File: src/verilog/wex_pkg.sv
/*
 * Constants and carrier types for the waveform fault and dead-time register block.
 * Assumes a 32-bit APB master and a timer/counter that shares the peripheral clock.
 */
package wex_pkg;

    // Register indices; the byte address is four times the index
    localparam logic [3:0] IDX_CONTROL = 4'h0;
    localparam logic [3:0] IDX_EVENT_MASK = 4'h2;
    localparam logic [3:0] IDX_FAULT_CONFIG = 4'h3;
    localparam logic [3:0] IDX_STATUS = 4'h4;
    localparam logic [3:0] IDX_DT_DUAL = 4'h6;
    localparam logic [3:0] IDX_DT_DUAL_BUF = 4'h7;
    localparam logic [3:0] IDX_DT_LOW = 4'h8;
    localparam logic [3:0] IDX_DT_HIGH = 4'h9;
    localparam logic [3:0] IDX_DT_LOW_BUF = 4'hA;
    localparam logic [3:0] IDX_DT_HIGH_BUF = 4'hB;
    localparam logic [3:0] IDX_OVERRIDE = 4'hC;

    // Field positions and the control write width
    localparam int CTRL_CWCM_BIT = 4;
    localparam int CTRL_WRITE_MASK_WIDTH = 6;
    localparam int CFG_DBG_DIS_BIT = 4;
    localparam int CFG_MODE_BIT = 2;
    localparam int STAT_FAULT_BIT = 2;
    localparam int STAT_HS_VALID_BIT = 1;
    localparam int STAT_LS_VALID_BIT = 0;

    // Fault action codes
    localparam logic [1:0] ACT_NONE = 2'h0;
    localparam logic [1:0] ACT_CLEAR_DIR = 2'h3;

    // Restart modes
    localparam logic MODE_LATCHED = 1'b0;
    localparam logic MODE_CYCLE = 1'b1;

    // Reset values
    localparam logic [7:0] RESET_BYTE = 8'h00;
    localparam logic [31:0] RESET_WORD = 32'h00000000;

    localparam int CHANNELS = 4;

    typedef struct packed {
        logic [7:0] control;
        logic [7:0] event_mask;
        logic debug_break_fault_disable;
        logic fault_restart_mode;
        logic [1:0] fault_action;
        logic fault_flag;
        logic fault_state;
        logic high_side_buffer_valid;
        logic low_side_buffer_valid;
        logic [7:0] deadtime_low_side;
        logic [7:0] deadtime_high_side;
        logic [7:0] deadtime_low_side_buffer;
        logic [7:0] deadtime_high_side_buffer;
        logic [7:0] pin_override_enable;
        logic [CHANNELS-1:0] wave_prev;
        logic [CHANNELS-1:0][7:0] dt_count;
        logic [7:0] dt_out;
        logic [7:0] dir_out;
        logic [7:0] pin_out;
        logic pready;
        logic pslverr;
        logic [31:0] prdata;
    } state_t;

endpackage

File: src/verilog/waveform_fault_deadtime_regs.sv
/*
 * Fault protection, dead-time value registers with double buffers, pin override
 * and a small dead-time generator, reached as an APB slave.
 * Assumes the timer, event channels, debug break and port signals are on clk.
 */
// Implementation choice: register access over APB.
`timescale 1ns/1ns

module waveform_fault_deadtime_regs #(
    parameter int EVENT_CHANNELS = 8
)
(
    input wire logic clk,
    input wire logic rstn,
    input wire logic psel,
    input wire logic penable,
    input wire logic pwrite,
    input wire logic [7:0] paddr,
    input wire logic [31:0] pwdata,
    input wire logic [3:0] pstrb,
    output logic pready,
    output logic [31:0] prdata,
    output logic pslverr,
    input wire logic timer_update,
    input wire logic lock_update,
    input wire logic [EVENT_CHANNELS-1:0] event_in,
    input wire logic debug_break,
    input wire logic [wex_pkg::CHANNELS-1:0] timer_wave,
    input wire logic [7:0] port_dir,
    input wire logic [7:0] port_out,
    output logic [7:0] deadtime_out,
    output logic [7:0] dir_out,
    output logic [7:0] pin_out,
    output logic fault_flag,
    output logic fault_state
);

    ////////////////////////////////////////////////////////////////////////////////
    // State

    wex_pkg::state_t state_reg;
    wex_pkg::state_t state_next;

    logic [3:0] idx;
    logic addr_ok;
    logic setup_phase;
    logic wr_en;
    logic fault_source;
    logic fault_event;
    logic update_ok;
    logic [7:0] wdata;
    logic [7:0] dir_mask;
    logic [7:0] rd_byte;
    logic [7:0] dt_next;
    logic [7:0] pin_next;
    logic [wex_pkg::CHANNELS-1:0] wave_sel;
    logic [wex_pkg::CHANNELS-1:0][7:0] count_next;

    assign idx = paddr[5:2];
    assign wdata = pwdata[7:0];

    ////////////////////////////////////////////////////////////////////////////////
    // Address decode

    always_comb
    begin
        unique case (idx)
            wex_pkg::IDX_CONTROL,
            wex_pkg::IDX_EVENT_MASK,
            wex_pkg::IDX_FAULT_CONFIG,
            wex_pkg::IDX_STATUS,
            wex_pkg::IDX_DT_DUAL,
            wex_pkg::IDX_DT_DUAL_BUF,
            wex_pkg::IDX_DT_LOW,
            wex_pkg::IDX_DT_HIGH,
            wex_pkg::IDX_DT_LOW_BUF,
            wex_pkg::IDX_DT_HIGH_BUF,
            wex_pkg::IDX_OVERRIDE:
                addr_ok = (paddr[1:0] == 2'h0) && (paddr[7:6] == 2'h0);
            default:
                addr_ok = 1'b0;
        endcase
    end

    assign setup_phase = psel && !penable;
    // Write lands at the edge where pready is sampled high
    assign wr_en = psel && penable && state_reg.pready && pwrite && addr_ok && pstrb[0];

    ////////////////////////////////////////////////////////////////////////////////
    // Fault detection

    // Masked channels ORed, debug break joins unless disabled
    assign fault_source = (|(event_in & state_reg.event_mask))
        || (debug_break && !state_reg.debug_break_fault_disable);
    assign fault_event = fault_source && (state_reg.fault_action != wex_pkg::ACT_NONE);
    // Buffer copies wait for UPDATE and stay off while locked
    assign update_ok = timer_update && !lock_update;

    ////////////////////////////////////////////////////////////////////////////////
    // Read mux

    always_comb
    begin
        rd_byte = wex_pkg::RESET_BYTE;
        unique case (idx)
            wex_pkg::IDX_CONTROL:
                rd_byte = state_reg.control;
            wex_pkg::IDX_EVENT_MASK:
                rd_byte = state_reg.event_mask;
            wex_pkg::IDX_FAULT_CONFIG:
            begin
                rd_byte[wex_pkg::CFG_DBG_DIS_BIT] = state_reg.debug_break_fault_disable;
                rd_byte[wex_pkg::CFG_MODE_BIT] = state_reg.fault_restart_mode;
                rd_byte[1:0] = state_reg.fault_action;
            end
            wex_pkg::IDX_STATUS:
            begin
                rd_byte[wex_pkg::STAT_FAULT_BIT] = state_reg.fault_flag;
                rd_byte[wex_pkg::STAT_HS_VALID_BIT] = state_reg.high_side_buffer_valid;
                rd_byte[wex_pkg::STAT_LS_VALID_BIT] = state_reg.low_side_buffer_valid;
            end
            wex_pkg::IDX_DT_DUAL,
            wex_pkg::IDX_DT_LOW:
                rd_byte = state_reg.deadtime_low_side;
            wex_pkg::IDX_DT_DUAL_BUF,
            wex_pkg::IDX_DT_LOW_BUF:
                rd_byte = state_reg.deadtime_low_side_buffer;
            wex_pkg::IDX_DT_HIGH:
                rd_byte = state_reg.deadtime_high_side;
            wex_pkg::IDX_DT_HIGH_BUF:
                rd_byte = state_reg.deadtime_high_side_buffer;
            wex_pkg::IDX_OVERRIDE:
                rd_byte = state_reg.pin_override_enable;
            default:
                rd_byte = wex_pkg::RESET_BYTE;
        endcase
    end

    ////////////////////////////////////////////////////////////////////////////////
    // Dead-time generator per channel

    for (genvar g = 0; g < wex_pkg::CHANNELS; g++)
    begin : g_dt
        logic wave_g;
        logic [7:0] count_g;
        logic low_g;
        logic high_g;

        // Common mode feeds channel A to every generator
        assign wave_g = state_reg.control[wex_pkg::CTRL_CWCM_BIT] ? timer_wave[0] : timer_wave[g];

        always_comb
        begin
            // Edges reload, otherwise count down to zero
            if (wave_g && !state_reg.wave_prev[g])
            begin
                count_g = state_reg.deadtime_low_side;
            end
            else if (!wave_g && state_reg.wave_prev[g])
            begin
                count_g = state_reg.deadtime_high_side;
            end
            else if (state_reg.dt_count[g] != 8'h00)
            begin
                count_g = state_reg.dt_count[g] - 8'h01;
            end
            else
            begin
                count_g = 8'h00;
            end
            // With control[g] set a nonzero count holds both sides off; else the low side is timer_wave[g]
            if (state_reg.control[g])
            begin
                low_g = !wave_g && (count_g == 8'h00);
                high_g = wave_g && (count_g == 8'h00);
            end
            else
            begin
                low_g = timer_wave[g];
                high_g = 1'b0;
            end
        end

        assign wave_sel[g] = wave_g;
        assign count_next[g] = count_g;
        assign dt_next[2*g] = low_g;
        assign dt_next[2*g+1] = high_g;
        assign dir_mask[2*g] = state_reg.control[g];
        assign dir_mask[2*g+1] = state_reg.control[g];
    end

    // Override swaps the output value, direction untouched
    for (genvar p = 0; p < 8; p++)
    begin : g_pin
        assign pin_next[p] = state_reg.pin_override_enable[p] ? dt_next[p]
            : port_out[p];
    end

    ////////////////////////////////////////////////////////////////////////////////
    // Next state

    always_comb
    begin
        state_next = state_reg;

        // APB answer: ready one cycle after setup, data captured at setup
        state_next.pready = setup_phase;
        state_next.pslverr = setup_phase && !addr_ok;
        if (setup_phase)
        begin
            // Refused addresses read as zero
            state_next.prdata = (pwrite || !addr_ok) ? wex_pkg::RESET_WORD
                : {24'h000000, rd_byte};
        end

        // Buffer transfer at UPDATE, valid bits consumed
        if (update_ok && state_reg.low_side_buffer_valid)
        begin
            state_next.deadtime_low_side = state_reg.deadtime_low_side_buffer;
            state_next.low_side_buffer_valid = 1'b0;
        end
        if (update_ok && state_reg.high_side_buffer_valid)
        begin
            state_next.deadtime_high_side = state_reg.deadtime_high_side_buffer;
            state_next.high_side_buffer_valid = 1'b0;
        end

        // Register writes; a direct write overrides a same-cycle transfer
        if (wr_en)
        begin
            unique case (idx)
                wex_pkg::IDX_CONTROL:
                    state_next.control = {2'h0, wdata[wex_pkg::CTRL_WRITE_MASK_WIDTH-1:0]};
                wex_pkg::IDX_EVENT_MASK:
                    state_next.event_mask = wdata;
                wex_pkg::IDX_FAULT_CONFIG:
                begin
                    state_next.debug_break_fault_disable = wdata[wex_pkg::CFG_DBG_DIS_BIT];
                    state_next.fault_restart_mode = wdata[wex_pkg::CFG_MODE_BIT];
                    state_next.fault_action = wdata[1:0];
                end
                wex_pkg::IDX_STATUS:
                begin
                    if (wdata[wex_pkg::STAT_FAULT_BIT])
                    begin
                        state_next.fault_flag = 1'b0;
                    end
                end
                wex_pkg::IDX_DT_DUAL:
                begin
                    state_next.deadtime_low_side = wdata;
                    state_next.deadtime_high_side = wdata;
                end
                wex_pkg::IDX_DT_DUAL_BUF:
                begin
                    state_next.deadtime_low_side_buffer = wdata;
                    state_next.deadtime_high_side_buffer = wdata;
                    state_next.low_side_buffer_valid = 1'b1;
                    state_next.high_side_buffer_valid = 1'b1;
                end
                wex_pkg::IDX_DT_LOW:
                    state_next.deadtime_low_side = wdata;
                wex_pkg::IDX_DT_HIGH:
                    state_next.deadtime_high_side = wdata;
                wex_pkg::IDX_DT_LOW_BUF:
                begin
                    state_next.deadtime_low_side_buffer = wdata;
                    state_next.low_side_buffer_valid = 1'b1;
                end
                wex_pkg::IDX_DT_HIGH_BUF:
                begin
                    state_next.deadtime_high_side_buffer = wdata;
                    state_next.high_side_buffer_valid = 1'b1;
                end
                wex_pkg::IDX_OVERRIDE:
                begin
                    if (!state_reg.fault_flag)
                    begin
                        state_next.pin_override_enable = wdata;
                    end
                end
                default:
                    state_next.control = state_reg.control;
            endcase
        end

        // Flag set wins over a same-cycle clear
        if (fault_event)
        begin
            state_next.fault_flag = 1'b1;
        end

        // Fault state entry and restart
        if (fault_event)
        begin
            state_next.fault_state = 1'b1;
        end
        else if (state_reg.fault_state && timer_update && !fault_source)
        begin
            if (state_reg.fault_restart_mode == wex_pkg::MODE_CYCLE)
            begin
                state_next.fault_state = 1'b0;
            end
            else if (!state_reg.fault_flag)
            begin
                state_next.fault_state = 1'b0;
            end
        end

        // Dead-time generator results
        state_next.wave_prev = wave_sel;
        state_next.dt_count = count_next;
        state_next.dt_out = dt_next;

        // Direction clear only for the clear code, one edge after the event
        if (state_next.fault_state && (state_reg.fault_action == wex_pkg::ACT_CLEAR_DIR))
        begin
            state_next.dir_out = port_dir & ~dir_mask;
        end
        else
        begin
            state_next.dir_out = port_dir;
        end

        // Override result per pin
        state_next.pin_out = pin_next;
    end

    ////////////////////////////////////////////////////////////////////////////////
    // Registers

    always_ff @(posedge clk or negedge rstn)
    begin
        if (!rstn)
        begin
            state_reg <= '0;
        end
        else
        begin
            state_reg <= state_next;
        end
    end

    ////////////////////////////////////////////////////////////////////////////////
    // Outputs

    assign pready = state_reg.pready;
    assign prdata = state_reg.prdata;
    assign pslverr = state_reg.pslverr;
    assign deadtime_out = state_reg.dt_out;
    assign dir_out = state_reg.dir_out;
    assign pin_out = state_reg.pin_out;
    assign fault_flag = state_reg.fault_flag;
    assign fault_state = state_reg.fault_state;

endmodule

File: config.mk
export PLATFORM = sky130hd
export DESIGN_NAME = waveform_fault_deadtime_regs
export DESIGN_NICKNAME = d
export VERILOG_FILES = /design/src/verilog/wex_pkg.sv /design/src/verilog/waveform_fault_deadtime_regs.sv
export SDC_FILE = /design/constraint.sdc
export NUM_CORES = 1
export LEC_CHECK = 0
export BUFFER_PORTS_ARGS = -buffer_cell sky130_fd_sc_hd__buf_2
export CORE_MARGIN = 5
export CORE_UTILIZATION = 45
export DETAILED_ROUTE_END_ITERATION = 12
export PLACE_DENSITY = 0.67
export SYNTH_ARGS = -nofsm -noshare
export SYNTH_HDL_FRONTEND = slang
export SYNTH_SLANG_ARGS = --single-unit
File: constraint.sdc
create_clock -name clk -period 4.6 [get_ports clk]
set_input_delay 1.38 -clock clk [delete_from_list [all_inputs] [get_ports clk]]
set_output_delay 1.38 -clock clk [all_outputs]
set_load 0.02 [all_outputs]
==> results.sh <==
export IMPL_critPathMaxFanout=9
export IMPL_clk_pin_slew_ps=50
export IMPL_fillCellCount=1543
export IMPL_grt_overflow_total=0
export IMPL_min_path_type="register to register"
export IMPL_worst_clock_skew_ps=7.70
export IMPL_synthTopCellsByArea="dfrtp_1 43%, mux2_2 7.9%, buf_4 5.8%"
export IMPL_antenna_found_initial=0
export IMPL_leakagePower_nw=3.86
export IMPL_crit_arrival_ps=3620
export IMPL_critical_path_class="input pin to register"
export IMPL_cts_buffers=17
export IMPL_ys_ff_latch=132
export IMPL_yosysTopAreaCell="dfrtp_1"
export IMPL_postCtsHoldBufs=0
export IMPL_post_cts_resized=0
export IMPL_period_minus_slack_ps=3320
export IMPL_post_cts_buffers=0
export IMPL_slew_headroom=0.396
export IMPL_ys_seq_area_frac=0.435
export IMPL_nets=887
export IMPL_swShare=0.322
export IMPL_worstPathCellList="buf_2, or4_1, a31oi_4, nand4_4, nand3b_1, mux2_2"
export IMPL_clkPwrFrac=0.343
export IMPL_grt_pass1_vias=5877
export IMPL_crit_path_start_kind="input pin"
export IMPL_avgSynthCellArea_sq_um=10.2
export IMPL_vias_per_cell=5.75
export IMPL_vias=5935
export IMPL_worstPathRequired_ps=4900
export IMPL_slew_viol_final=0
export IMPL_power_mw=3.64
export IMPL_ant_nets=0
export IMPL_grt_max_degree=100
export IMPL_drtPass1Iterations=5
export IMPL_root_buffer="clkbuf_16"
export IMPL_ir_worst_vdd_mv=0.288
export IMPL_die_y_um=140
export IMPL_largest_register_ffs=92
export IMPL_netSwitchingPower_mw=1.17
export IMPL_min_period_over_period=0.722
export IMPL_rsz0062_at_grt="no"
export IMPL_cts_sinks=132
export IMPL_cts_tree="done"
export IMPL_grt_first_pass_wirelength_um=31600
export IMPL_hold_viol_final=0
export IMPL_drt_iter0_drc=546
export IMPL_clock_latency_ps=420
export IMPL_post_drt_wl_per_cell_um=19.2
export IMPL_initial_utilization=0.458
export IMPL_p_comb_frac=0.264
export IMPL_areaGrowthSynthToFinish_pct=11.4
export IMPL_io_buffers=88
export IMPL_hpwl_um=13900
export IMPL_status="finished, final reports clean"
export IMPL_post_synth_top_area_fraction=0.435
export IMPL_drive_above_1_share=0.256
export IMPL_htreeDepth=4
export IMPL_core_sq_um=16600
export IMPL_p_int_mw=2.47
export IMPL_wirelength_um=19800
export IMPL_critPathMaxStageDelay_ps=590
export IMPL_dieArea_sq_um=19600
export IMPL_synth_distinct_cells=70
export IMPL_drc_errors=0
export IMPL_synth_flop_cell="dfrtp_1"
export IMPL_ioPinCount=140
export IMPL_fmax_ghz=0.301
export IMPL_yosysWarnings=0
export IMPL_end_kind="register"
export IMPL_synth_edf_count=0
export IMPL_synthArstFlopShare=1.00
export IMPL_worst_pin_slew_ps=905
export IMPL_seq_power_share=0.393
export IMPL_num_rows=47
export IMPL_p_per_area_nw_per_um2=430
export IMPL_grt_use_total=0.204
export IMPL_die_w_um=140
export IMPL_setup_violations_final=0
export IMPL_antennaDiodeCount=0
export IMPL_cp_slowest_cell="nand3b_1"
export IMPL_setup_tns_ps=0
export IMPL_clock_path_buffers=2
export IMPL_syn_inst=746
export IMPL_place_congestion=0.903
export IMPL_maxCapViolations=0
export IMPL_syn_area_sq_um=7590
-- cells by family (layout without fill, tap and decap cells) --
group / Yosys count / count (layout) / synth area share
compound gates: 169 / 169 / 0.162
xor+xnor: 20 / 20 / 0.0241
fa+ha+maj: 8 / 8 / 0.0132
buf+inv: 111 / 154 / 0.0849
flops: 132 / 132 / 0.435
mux: 81 / 81 / 0.116
other cells: 1 / 24 / 0.000494
simple gates: 224 / 224 / 0.165
-- power by group through the flow --
stage               combinational [mW]  sequential, mW  clock, mW
finish                           0.960            1.43       1.25
global route                      1.06            1.45       1.32
CTS                              0.958            1.43       1.27
detailed placement               0.948            1.45          0
global placement                 0.936            1.44          0
floorplan                        0.769            1.41          0
-- area by class of cell --
cell class	count	area, sq um	share of cell area
tap	220	275	0.0325
clock buffer	24	492	0.0581
multi-input combinational	526	3730	0.441
timing repair buffer	96	507	0.0599
sequential	132	3300	0.391
inverter	26	97.6	0.0115
clock inverter	8	51.3	0.00607
-- synthesized netlist by cell type, types with 5 or more instances --
cell type  count
a21o_1         5
a21oi_1       20
a221oi_1       5
a22o_1         8
a22oi_1       28
a31oi_1        5
and2_1        14
buf_2          5
buf_4         59
clkbuf_1      18
dfrtp_1      132
ha_1           8
inv_1         23
mux2_2        53
mux2i_1       28
nand2_1       55
nand2b_1      21
nand3_1       17
nand3b_1       5
nor2_1        45
nor2b_1        7
nor3_1        10
nor3b_1        6
nor4_1         6
o21ai_0       36
o221ai_1      13
o22ai_1        5
or2_2          5
or3_1          7
xnor2_1       16
-- per-stage QoR --
stage	utilization	instances	setup WS, ps	hold slack (ps)	cell area (sq um)
3_5_place_dp	0.477	1000	848	453	7920
6_report	0.510	1032	1280	480	8460
2_1_floorplan	-	769	1290	440	7680
4_1_cts	0.510	1032	1270	490	8460
3_3_place_gp	0.477	1000	875	466	7920
5_1_grt	0.510	1032	1210	517	8460
-- cells in the final DEF, fill, tap and decap left out, types with 13 or more instances in the layout --
cell	instances
dfrtp_1	132
and2_1	14
mux2_2	53
xnor2_1	16
a22oi_1	28
nand2_1	55
nor2_1	45
nand2b_1	21
mux2i_1	28
o221ai_1	13
a21oi_1	20
clkbuf_16	17
nand3_1	17
inv_1	23
o21ai_0	36
buf_2	87
conb_1	24
-- metal layers --
metal,up-vias,part of all wire,global-route usage
met4,0,0.037,0.0887
met2,240,0.46,0.316
met1,2874,0.43,0.277
met3,58,0.071,0.0467
li1,2763,-,-
met5,-,0,0
-- worst max-delay path, delay by kind of cell --
family                 cells  cell delay, ps
buffers and inverters      1              90
muxes                      1             460
and+or+nand+nor            3            1410
AOI/OAI and AO/OA          1             260
-- path summary, 6_finish.rpt --
kind                       cells past startpoint           start  slack, ps              end
setup / recovery                               6        paddr[1]       1280    state_reg[96]
hold / removal                                 2       prdata[0]        480        prdata[0]
setup reg to reg                               8  state_reg[154]       1880       pin_out[3]
hold reg to reg                                2       prdata[0]        480        prdata[0]
max in group asynchronous                      2            rstn       2720  deadtime_out[3]
min in group asynchronous                      1            rstn       1040  deadtime_out[1]
No activity file was read; power rests on OpenSTA's default activity.
